## src/shared/fsdc_pkg.sv

```systemverilog
// Purpose: constants and carriers for the synthesizer digital control block
// Assumes: 50 MHz system clock, classic wishbone register access
// Notes:   registers sit at word-aligned byte offsets
package fsdc_pkg;

    // -----------------------------------------------------------------
    // register map
    // -----------------------------------------------------------------
    localparam logic [7:0] FSDC_ADDR_CTRL   = 8'h00; // loop/status select
    localparam logic [7:0] FSDC_ADDR_REF    = 8'h04; // reference/osc
    localparam logic [7:0] FSDC_ADDR_NDIV   = 8'h08; // integer and fraction
    localparam logic [7:0] FSDC_ADDR_STATUS = 8'h0c; // read-only state
    localparam logic [7:0] FSDC_ADDR_PHERR  = 8'h10; // phase error input

    // control word fields
    localparam int FSDC_LOOP_EN_BIT  = 28;
    localparam int FSDC_MUX_LSB      = 29;
    // reference word fields
    localparam int FSDC_OUTDIV_LSB   = 8;
    localparam int FSDC_XTAL_EN_BIT  = 12;
    localparam int FSDC_HALVE_BIT    = 13;
    localparam int FSDC_BIAS_LSB     = 16;
    localparam int FSDC_RECENTER_LSB = 20;
    localparam int FSDC_RDIV_LSB     = 24;
    // divider word fields
    localparam int FSDC_FRAC_LSB     = 0;
    localparam int FSDC_INT_LSB      = 16;

    // reset values
    localparam logic [3:0]  FSDC_OUTDIV_RST = 4'h4;   // divide by 8
    localparam logic [2:0]  FSDC_RDIV_RST   = 3'h1;
    localparam logic [2:0]  FSDC_MUX_RST    = 3'h0;   // regulator ready
    localparam logic [7:0]  FSDC_INT_MIN    = 8'h1f;  // 31
    localparam logic [1:0]  FSDC_RECENTER_RST = 2'h0;
    localparam logic [3:0]  FSDC_BIAS_RST   = 4'h1;

    // status mux codes
    localparam logic [2:0] FSDC_MUX_REGRDY = 3'h0;
    localparam logic [2:0] FSDC_MUX_LOCK   = 3'h1;
    localparam logic [2:0] FSDC_MUX_REFDIV = 3'h2;
    localparam logic [2:0] FSDC_MUX_OUTCLK = 3'h3;
    localparam logic [2:0] FSDC_MUX_LOW    = 3'h4;
    localparam logic [2:0] FSDC_MUX_HIGH   = 3'h5;

    // timing
    localparam int FSDC_CLK_HZ        = 50_000_000;
    localparam int FSDC_REG_UP_US     = 50;
    localparam int FSDC_REG_UP_CYC    = FSDC_REG_UP_US * (FSDC_CLK_HZ / 1_000_000);
    localparam int FSDC_LOCK_NS       = 15;
    localparam int FSDC_UNLOCK_NS     = 25;
    localparam int FSDC_LOCK_CNT      = 5;
    localparam logic [11:0] FSDC_REG_UP_CYC_W = 12'(FSDC_REG_UP_CYC);

    // wishbone request carrier
    typedef struct packed {
        logic        cyc;
        logic        stb;
        logic        we;
        logic [3:0]  sel;
        logic [7:0]  adr;
        logic [31:0] dat;
    } fsdc_wb_req_s;

    // reference settings carrier
    typedef struct packed {
        logic [2:0] rdiv;
        logic [1:0] recenter;
        logic [3:0] bias;
        logic       halve;
        logic       xtal_en;
        logic [3:0] outdiv;
    } fsdc_ref_s;

endpackage

```

## src/fsdc_top.sv

```systemverilog
// Purpose: digital control of a fractional-N synthesizer
// Assumes: reference clock enters as a pin sampled on clk_i
// Notes:   chip enable low acts as a second, synchronous clear
//
// The Wishbone register port and the register addresses were left to the implementer.
`timescale 1ns/1ps
module fsdc_top
    import fsdc_pkg::*;
#(
    parameter int REG_UP_CYC = FSDC_REG_UP_CYC
) (
    // system
    input  wire logic        clk_i,
    input  wire logic        rst_i,
    // wishbone slave
    input  wire logic        wb_cyc_i,
    input  wire logic        wb_stb_i,
    input  wire logic        wb_we_i,
    input  wire logic [3:0]  wb_sel_i,
    input  wire logic [7:0]  wb_adr_i,
    input  wire logic [31:0] wb_dat_i,
    output logic [31:0]      wb_dat_o,
    output logic             wb_ack_o,
    // pins
    input  wire logic        chip_enable_i,
    input  wire logic        osc_drive_pin_i,
    output logic             osc_drive_pin_o,
    output logic             osc_drive_pin_oe_o,
    output logic             divided_ref_output_o,
    output logic             status_mux_o,
    // analog controls
    output logic             xtal_osc_run_o,
    output logic             vco_enable_o,
    output logic             output_halving_o,
    output logic [3:0]       osc_bias_field_o,
    output logic [1:0]       osc_recenter_field_o,
    output logic             comparator_clk_o,
    output logic [7:0]       fb_int_o
);

    // -----------------------------------------------------------------
    // pin synchronisers
    // -----------------------------------------------------------------
    logic ce_m_reg, ce_reg, ref_m_reg, ref_reg, ref_d_reg;

    // two stages per pin before any logic looks at them
    always_ff @(posedge clk_i) begin
        if (rst_i) begin
            ce_m_reg  <= 1'b0;
            ce_reg    <= 1'b0;
            ref_m_reg <= 1'b0;
            ref_reg   <= 1'b0;
            ref_d_reg <= 1'b0;
        end else begin
            ce_m_reg  <= chip_enable_i;
            ce_reg    <= ce_m_reg;
            ref_m_reg <= osc_drive_pin_i;
            ref_reg   <= ref_m_reg;
            ref_d_reg <= ref_reg;
        end
    end

    logic clr;
    logic ref_rise;
    assign clr      = rst_i | ~ce_reg;
    assign ref_rise = ref_reg & ~ref_d_reg;

    // -----------------------------------------------------------------
    // registers
    // -----------------------------------------------------------------
    fsdc_wb_req_s req;
    fsdc_ref_s    ref_reg_s;
    logic         loop_enable_bit_reg;
    logic [2:0]   status_select_field_reg;
    logic [7:0]   int_reg;
    logic [14:0]  frac_reg;
    logic [7:0]   pherr_reg;
    logic         pherr_new_reg;
    logic         regrdy_reg;
    logic         lock_reg;
    logic         wr_ok;
    logic [31:0]  ctrl_word, ref_word, ndiv_word, stat_word, wr_word;

    assign req   = '{wb_cyc_i, wb_stb_i, wb_we_i, wb_sel_i, wb_adr_i, wb_dat_i};
    // writes dropped until the regulator is up and ce is high
    assign wr_ok = req.cyc & req.stb & req.we & ~wb_ack_o & regrdy_reg;

    // byte-lane merge of write data into the addressed word
    function automatic logic [31:0] merge(input logic [31:0] old, input logic [31:0] nw,
                                          input logic [3:0] sel);
        logic [31:0] r;
        r = old;
        for (int i = 0; i < 4; i++) begin
            if (sel[i]) begin
                r[i*8 +: 8] = nw[i*8 +: 8];
            end
        end
        return r;
    endfunction

    assign ctrl_word = {status_select_field_reg, loop_enable_bit_reg, 28'h0};
    assign ref_word  = {5'h0, ref_reg_s.rdiv, 2'h0, ref_reg_s.recenter, ref_reg_s.bias,
                        2'h0, ref_reg_s.halve, ref_reg_s.xtal_en, ref_reg_s.outdiv, 8'h00};
    assign ndiv_word = {8'h00, int_reg, 1'b0, frac_reg};
    assign stat_word = {29'h0, ce_reg, lock_reg, regrdy_reg};

    always_comb begin
        unique case (req.adr)
            FSDC_ADDR_CTRL: wr_word = merge(ctrl_word, req.dat, req.sel);
            FSDC_ADDR_REF:  wr_word = merge(ref_word, req.dat, req.sel);
            FSDC_ADDR_NDIV: wr_word = merge(ndiv_word, req.dat, req.sel);
            default:        wr_word = merge(32'h0, req.dat, req.sel);
        endcase
    end

    // control word: loop enable and status select
    always_ff @(posedge clk_i) begin
        if (clr) begin
            loop_enable_bit_reg     <= 1'b0;
            status_select_field_reg <= FSDC_MUX_RST;
        end else if (wr_ok && req.adr == FSDC_ADDR_CTRL) begin
            loop_enable_bit_reg     <= wr_word[FSDC_LOOP_EN_BIT];
            status_select_field_reg <= wr_word[FSDC_MUX_LSB +: 3];
        end
    end

    // reference word; a zero r is read as one
    always_ff @(posedge clk_i) begin
        if (clr) begin
            ref_reg_s.outdiv   <= FSDC_OUTDIV_RST;
            ref_reg_s.xtal_en  <= 1'b1;
            ref_reg_s.halve    <= 1'b0;
            ref_reg_s.bias     <= FSDC_BIAS_RST;
            ref_reg_s.recenter <= FSDC_RECENTER_RST;
            ref_reg_s.rdiv     <= FSDC_RDIV_RST;
        end else if (wr_ok && req.adr == FSDC_ADDR_REF) begin
            ref_reg_s.outdiv   <= wr_word[FSDC_OUTDIV_LSB +: 4];
            ref_reg_s.xtal_en  <= wr_word[FSDC_XTAL_EN_BIT];
            ref_reg_s.halve    <= wr_word[FSDC_HALVE_BIT];
            ref_reg_s.bias     <= wr_word[FSDC_BIAS_LSB +: 4];
            ref_reg_s.recenter <= wr_word[FSDC_RECENTER_LSB +: 2];
            ref_reg_s.rdiv     <= (wr_word[FSDC_RDIV_LSB +: 3] == 3'h0) ? 3'h1
                                  : wr_word[FSDC_RDIV_LSB +: 3];
        end
    end

    // feedback divider word; integer below the floor is clamped
    always_ff @(posedge clk_i) begin
        if (clr) begin
            int_reg  <= FSDC_INT_MIN;
            frac_reg <= 15'h0000;
        end else if (wr_ok && req.adr == FSDC_ADDR_NDIV) begin
            int_reg  <= (wr_word[FSDC_INT_LSB +: 8] < FSDC_INT_MIN) ? FSDC_INT_MIN
                        : wr_word[FSDC_INT_LSB +: 8];
            frac_reg <= wr_word[FSDC_FRAC_LSB +: 15];
        end
    end

    // phase error sample, in ns, written over the bus by the host
    always_ff @(posedge clk_i) begin
        if (clr) begin
            pherr_reg     <= 8'hff;
            pherr_new_reg <= 1'b0;
        end else begin
            pherr_new_reg <= wr_ok && req.adr == FSDC_ADDR_PHERR;
            if (wr_ok && req.adr == FSDC_ADDR_PHERR) begin
                pherr_reg <= wr_word[7:0];
            end
        end
    end

    // wishbone answer one cycle after the strobe, dropped the next
    always_ff @(posedge clk_i) begin
        if (rst_i) begin
            wb_ack_o <= 1'b0;
            wb_dat_o <= 32'h0;
        end else begin
            wb_ack_o <= req.cyc & req.stb & ~wb_ack_o;
            unique case (req.adr)
                FSDC_ADDR_CTRL:   wb_dat_o <= ctrl_word;
                FSDC_ADDR_REF:    wb_dat_o <= ref_word;
                FSDC_ADDR_NDIV:   wb_dat_o <= ndiv_word;
                FSDC_ADDR_STATUS: wb_dat_o <= stat_word;
                FSDC_ADDR_PHERR:  wb_dat_o <= {24'h0, pherr_reg};
                default:          wb_dat_o <= 32'h0;
            endcase
        end
    end

    // -----------------------------------------------------------------
    // regulator ready timer
    // -----------------------------------------------------------------
    logic [11:0] up_cnt_reg;

    // counts from ce rising; timing is a model of the analog ramp
    always_ff @(posedge clk_i) begin
        if (clr) begin
            up_cnt_reg <= 12'h000;
            regrdy_reg <= 1'b0;
        end else if (up_cnt_reg >= 12'(REG_UP_CYC - 1)) begin
            regrdy_reg <= 1'b1;
        end else begin
            up_cnt_reg <= up_cnt_reg + 12'h001;
        end
    end

    // -----------------------------------------------------------------
    // reference divider and comparator clock
    // -----------------------------------------------------------------
    logic [2:0] r_cnt_reg;

    // one comparator pulse per r reference edges
    always_ff @(posedge clk_i) begin
        if (clr) begin
            r_cnt_reg        <= 3'h0;
            comparator_clk_o <= 1'b0;
        end else begin
            comparator_clk_o <= 1'b0;
            if (ref_rise) begin
                if (r_cnt_reg + 3'h1 >= ref_reg_s.rdiv) begin
                    r_cnt_reg        <= 3'h0;
                    comparator_clk_o <= 1'b1;
                end else begin
                    r_cnt_reg <= r_cnt_reg + 3'h1;
                end
            end
        end
    end

    // -----------------------------------------------------------------
    // digital lock detect
    // -----------------------------------------------------------------
    logic [2:0] good_cnt_reg;

    // each phase-error sample counts as one comparison cycle
    always_ff @(posedge clk_i) begin
        if (clr) begin
            good_cnt_reg <= 3'h0;
            lock_reg     <= 1'b0;
        end else if (pherr_new_reg) begin
            if (pherr_reg >= 8'(FSDC_UNLOCK_NS)) begin
                lock_reg     <= 1'b0;
                good_cnt_reg <= 3'h0;
            end else if (pherr_reg < 8'(FSDC_LOCK_NS)) begin
                if (good_cnt_reg >= 3'(FSDC_LOCK_CNT - 1)) begin
                    lock_reg <= 1'b1;
                end else begin
                    good_cnt_reg <= good_cnt_reg + 3'h1;
                end
            end else begin
                good_cnt_reg <= 3'h0;
            end
        end
    end

    // -----------------------------------------------------------------
    // output clock divider
    // -----------------------------------------------------------------
    logic [3:0] half_reg;     // active half period, in reference edges
    logic [3:0] o_cnt_reg;
    logic       running_reg;

    // ratio 2n toggles every n edges; ratio latched at period end, or every cycle while stopped
    always_ff @(posedge clk_i) begin
        if (clr) begin
            half_reg             <= FSDC_OUTDIV_RST;
            o_cnt_reg            <= 4'h0;
            running_reg          <= 1'b1;
            divided_ref_output_o <= 1'b0;
        end else if (!running_reg) begin
            divided_ref_output_o <= 1'b0;
            half_reg             <= ref_reg_s.outdiv;
            running_reg          <= ref_reg_s.outdiv != 4'h0;
            o_cnt_reg            <= 4'h0;
        end else if (ref_rise) begin
            if (o_cnt_reg + 4'h1 >= half_reg) begin
                o_cnt_reg <= 4'h0;
                if (divided_ref_output_o) begin
                    divided_ref_output_o <= 1'b0;
                    half_reg    <= ref_reg_s.outdiv;
                    running_reg <= ref_reg_s.outdiv != 4'h0;
                end else begin
                    divided_ref_output_o <= 1'b1;
                end
            end else begin
                o_cnt_reg <= o_cnt_reg + 4'h1;
            end
        end
    end

    // -----------------------------------------------------------------
    // analog control outputs and status pin
    // -----------------------------------------------------------------
    // registered so every output comes from a flip-flop
    always_ff @(posedge clk_i) begin
        if (clr) begin
            xtal_osc_run_o       <= 1'b0;
            osc_drive_pin_o      <= 1'b0;
            osc_drive_pin_oe_o   <= 1'b0;
            vco_enable_o         <= 1'b0;
            output_halving_o     <= 1'b0;
            osc_bias_field_o     <= FSDC_BIAS_RST;
            osc_recenter_field_o <= FSDC_RECENTER_RST;
            fb_int_o             <= FSDC_INT_MIN;
        end else begin
            xtal_osc_run_o       <= ref_reg_s.xtal_en;
            // crystal drives the pin; cleared bit leaves it to a tcxo
            osc_drive_pin_o      <= ~ref_reg;
            osc_drive_pin_oe_o   <= ref_reg_s.xtal_en;
            vco_enable_o         <= loop_enable_bit_reg;
            output_halving_o     <= ref_reg_s.halve;
            osc_bias_field_o     <= ref_reg_s.bias;
            osc_recenter_field_o <= ref_reg_s.recenter;
            fb_int_o             <= int_reg;
        end
    end

    // status pin mux; low while ce is low
    always_ff @(posedge clk_i) begin
        if (clr) begin
            status_mux_o <= 1'b0;
        end else begin
            unique case (status_select_field_reg)
                FSDC_MUX_REGRDY: status_mux_o <= regrdy_reg;
                FSDC_MUX_LOCK:   status_mux_o <= lock_reg;
                FSDC_MUX_REFDIV: status_mux_o <= comparator_clk_o;
                FSDC_MUX_OUTCLK: status_mux_o <= divided_ref_output_o;
                FSDC_MUX_HIGH:   status_mux_o <= 1'b1;
                default:         status_mux_o <= 1'b0;
            endcase
        end
    end

endmodule

```

## config.mk

```make
export PLATFORM = sky130hd
export DESIGN_NAME = fsdc_top
export DESIGN_NICKNAME = d
export VERILOG_FILES = /design/src/shared/fsdc_pkg.sv /design/src/fsdc_top.sv
export SDC_FILE = /design/constraint.sdc
export NUM_CORES = 1
export LEC_CHECK = 0
export ABC_AREA = 1
export ABC_CLOCK_PERIOD_IN_PS = 2300
export BUFFER_PORTS_ARGS = -buffer_cell sky130_fd_sc_hd__buf_2
export CAP_MARGIN = 20
export CORE_AREA = 8 8 143 145
export DETAILED_ROUTE_END_ITERATION = 6
export DIE_AREA = 0 0 151 153
export HOLD_SLACK_MARGIN = 0.06
export SLEW_MARGIN = 15
export SYNTH_ARGS = -nofsm -noshare
export SYNTH_HDL_FRONTEND = slang
export SYNTH_SLANG_ARGS = --single-unit
```

## constraint.sdc

```tcl
create_clock -name clk_i -period 2.3 [get_ports clk_i]
set_input_delay 0.115 -clock clk_i [delete_from_list [all_inputs] [get_ports clk_i]]
set_output_delay 0.115 -clock clk_i [all_outputs]
set_load 0.01 [all_outputs]
```

==> flow_metrics.tcl <==
set metrics [dict create \
    io-pin-count 106 \
    grt_remaining_overflow 0 \
    timing.final.max_slew_violations 0 \
    cp_cell_sequence "ha_1, ha_1, inv_1, o21bai_1, nand3_1, nand3_1, nand2_1, inv_1, nand2_1, nand2_1, inv_1, nand2_1, nand3_1" \
    drt-total-wl_um 15800 \
    dieArea_um2 23100 \
    worstPathMaxFanout 8 \
    ir_drop_mv 0.541 \
    fin_area_um2 7500 \
    achievable-frequency_ghz 0.502 \
    endpoint "half_reg[2]$_SDFFE_PP1P_" \
    layout.cells.most_common_list "161 x sky130_fd_sc_hd__nand2_1, 137 x sky130_fd_sc_hd__dfxtp_1, 128 x sky130_fd_sc_hd__inv_1" \
    critical_path_class "register to register" \
    critical-path-max-stage-delay_ps 340 \
    grt_first_pass_wirelength_um 25800 \
    die-width_um 151 \
    timing.final.hold_violations 0 \
    postRouteAntennaNets 0 \
    cts_tree "built" \
    drv.max_cap_violation_count 0 \
    cts_inserted_buffers 17 \
    fin_util_pct 41.0 \
    result_of_the_run "completed" \
    timing.reg2reg.setup_slack_ps 310 \
    critical-path-slowest-cell "sky130_fd_sc_hd__dfxtp_1" \
    synth_top_cell_area_share_pct 45.6 \
    power_dens_cells_nw_per_um2 726 \
    port-buffer-count 101 \
    yosys.cell_types.count 48 \
    setup.worst_path.start_class "register" \
    power_leakage_nw 3.44 \
    synth-seq-area-share_pct 45.6 \
    core_area_um2 18300 \
    critical_path.n_buffers_inverters 3 \
    routed_via_density 4.52 \
    synth-edff-count 0 \
    initial_core_util_pct 32.9 \
    yosys_warnings 0 \
    synth.avg_cell_area_um2 7.52 \
    synthDominantAreaCellType "sky130_fd_sc_hd__dfxtp_1" \
    largest_register_ffs 30 \
    gp_routability_congestion 0.793 \
    postSynthCellCount 800 \
    worst_pin_slew_ps 679 \
    hold_path_class "input port to register" \
    final_layout_size_suffix_gt1_share_pct 19.1 \
    ctsLongestPathBuffers 2 \
    clock-sinks 137 \
    via_count_of_the_first_global_routing_pass 5104 \
    place_area_um2 6670 \
    worst-endpoint-arrival_ps 2280 \
    clkSlewWorstSetupHoldPaths_ps 60 \
    dr.first_iter.drc_count 279 \
    post_cts_buffers 0 \
    tmin_final_ps 1990 \
    final_cell_count_no_fill 1164 \
    final.fill_count 1901 \
    grt_max_degree 58 \
    grtUsageTotal_pct 14.1 \
    critPathTopFamily "adder cells" \
    synth.area.top_cells "sky130_fd_sc_hd__dfxtp_1 46%, sky130_fd_sc_hd__nand2_1 10%, sky130_fd_sc_hd__inv_1 8.0%, sky130_fd_sc_hd__nor2_1 5.1%, sky130_fd_sc_hd__a21oi_1 4.6%" \
    hpwlAfterDp_um 11100 \
    unrepaired_setup_endpoints_after_global_routing "false" \
    layout.nets 980 \
    antenna_found_initial 0 \
    postSynth.asyncResetShare_pct 0 \
    worst_setup_startpoint "o_cnt_reg[0]$_SDFFE_PP0P_" \
    worst_setup_path_end_kind "register" \
    htree_num_levels 4 \
    drt_pre_antenna_iters 5 \
    die_height_um 153 \
    worst-r2r-cell-count 13 \
    most_frequent_cell_on_the_critical_path "sky130_fd_sc_hd__nand2_1" \
    numPlacedInstances 1111 \
    worst_r2r_src "o_cnt_reg[0]$_SDFFE_PP0P_" \
    hold_path_depth 4 \
    most_frequent_standard_cell_in_the_layout_excluding_fill_and_tap_cells "sky130_fd_sc_hd__nand2_1" \
    via_count 5260 \
    drc 0 \
    standard_cell_row_count 50 \
    fin_worst_skew_ps 8.11 \
    insertedDiodeCount 0 \
    clock_root_cell "sky130_fd_sc_hd__clkbuf_16" \
    postSynthRegisterBits 137 \
    post_drt_wl_per_cell_um 13.5 \
    final-setup-viol-count 0 \
    final.period_utilization_pct 86.6 \
    area_delta_synth_final_pct 24.6 \
    crit-reg2reg-capture "half_reg[2]$_SDFFE_PP1P_" \
    dominantRegCellSynth "sky130_fd_sc_hd__dfxtp_1" \
    clock_latency_ps 420 \
    headroom_to_the_max_slew_limit_pct 54.8 \
    critPathRequiredTime_ps 2590 \
    syn-cell-area_um2 6020 \
    cp_num_cells 13 \
    final.setup.tns_ps 0 \
]
==> worst min path at each step <==
stage	from	to
4_1_cts	wb_dat_i[26]	ref_reg_s[12]$_SDFFE_PP1P_
3_3_place_gp	osc_drive_pin_i	ref_m_reg$_SDFF_PP0_
6_report	wb_dat_i[26]	ref_reg_s[12]$_SDFFE_PP1P_
3_5_place_dp	osc_drive_pin_i	ref_m_reg$_SDFF_PP0_
2_1_floorplan	chip_enable_i	ce_m_reg$_SDFF_PP0_
5_1_grt	wb_dat_i[26]	ref_reg_s[14]$_SDFFE_PP0P_
==> where the power goes <==
group / switching, W / total, W / internal [W]
Combinational: 0.000126 / 0.000214 / 0.0000879
Clock: 0.000997 / 0.00284 / 0.00184
Sequential: 0.00000329 / 0.00238 / 0.00238
Total: 0.00113 / 0.00544 / 0.00431
==> repair_timing <==
item                      4_1_cts  5_1_grt
hold buffers                   21        0
resized for setup               0        0
hold endpoints to repair       29        0
==> per-layer routing <==
metal  global-route usage [%]  part of all wire, %  vias up
met5                        0                    0        -
met4                     4.53                  1.3        0
met3                     3.99                  5.1       17
met2                     21.5                   44      117
met1                     18.7                   50     2369
li1                         -                    -     2757
==> tightest hold or removal path: stages <==
cell,delay (ps)
sky130_fd_sc_hd__buf_2,100
sky130_fd_sc_hd__o21ai_1,70
sky130_fd_sc_hd__nand3_1,80
sky130_fd_sc_hd__nand3b_1,70
==> stage by stage <==
step	power (W)	worst slack, ps	hold slack [ps]
2_1_floorplan	0.00254	488	222
3_3_place_gp	0.00262	325	323
3_5_place_dp	0.00262	298	325
4_1_cts	0.00550	283	68.5
5_1_grt	0.00563	77.7	85.8
6_report	0.00544	309	74.0
==> cell type report <==
cell class	count	area [um2]	area share (%)
Sequential cell	137	2740	36.6
Multi-Input combinational cell	491	2540	33.9
Timing Repair Buffer	129	768	10.2
Inverter	141	537	7.16
Clock buffer	25	505	6.74
Tap cell	234	293	3.91
Clock inverter	7	113	1.50
==> cell families (layout without fill, tap and decap cells) <==
| group | Yosys count | after routing | share of synthesized area [%] |
|---|---|---|---|
| buffers and inverters | 173 | 302 | 12.4 |
| and+or+nand+nor | 314 | 314 | 22.8 |
| DFF | 137 | 137 | 45.6 |
| muxes | 4 | 4 | 0.665 |
| AOI/OAI and AO/OA | 153 | 153 | 15.1 |
| other | 1 | 2 | 0.0623 |
| xor gates and xnor gates | 6 | 6 | 0.873 |
| adders and majority gates | 12 | 12 | 2.49 |
==> synthesized netlist by cell type (5+ instances only) <==
master	number
sky130_fd_sc_hd__nand3_1	24
sky130_fd_sc_hd__clkbuf_1	7
sky130_fd_sc_hd__buf_4	6
sky130_fd_sc_hd__nor2_1	82
sky130_fd_sc_hd__dfxtp_1	137
sky130_fd_sc_hd__o21ai_0	42
sky130_fd_sc_hd__o21ai_1	16
sky130_fd_sc_hd__a21oi_1	55
sky130_fd_sc_hd__nor3_1	19
sky130_fd_sc_hd__xor2_1	5
sky130_fd_sc_hd__ha_1	12
sky130_fd_sc_hd__inv_2	8
sky130_fd_sc_hd__nand2_1	162
sky130_fd_sc_hd__buf_6	7
sky130_fd_sc_hd__o211ai_1	13
sky130_fd_sc_hd__inv_1	128
sky130_fd_sc_hd__buf_2	10
sky130_fd_sc_hd__o22ai_2	6
sky130_fd_sc_hd__a21oi_2	5
sky130_fd_sc_hd__nand4_1	6
No activity file was read; power rests on OpenSTA's default activity.
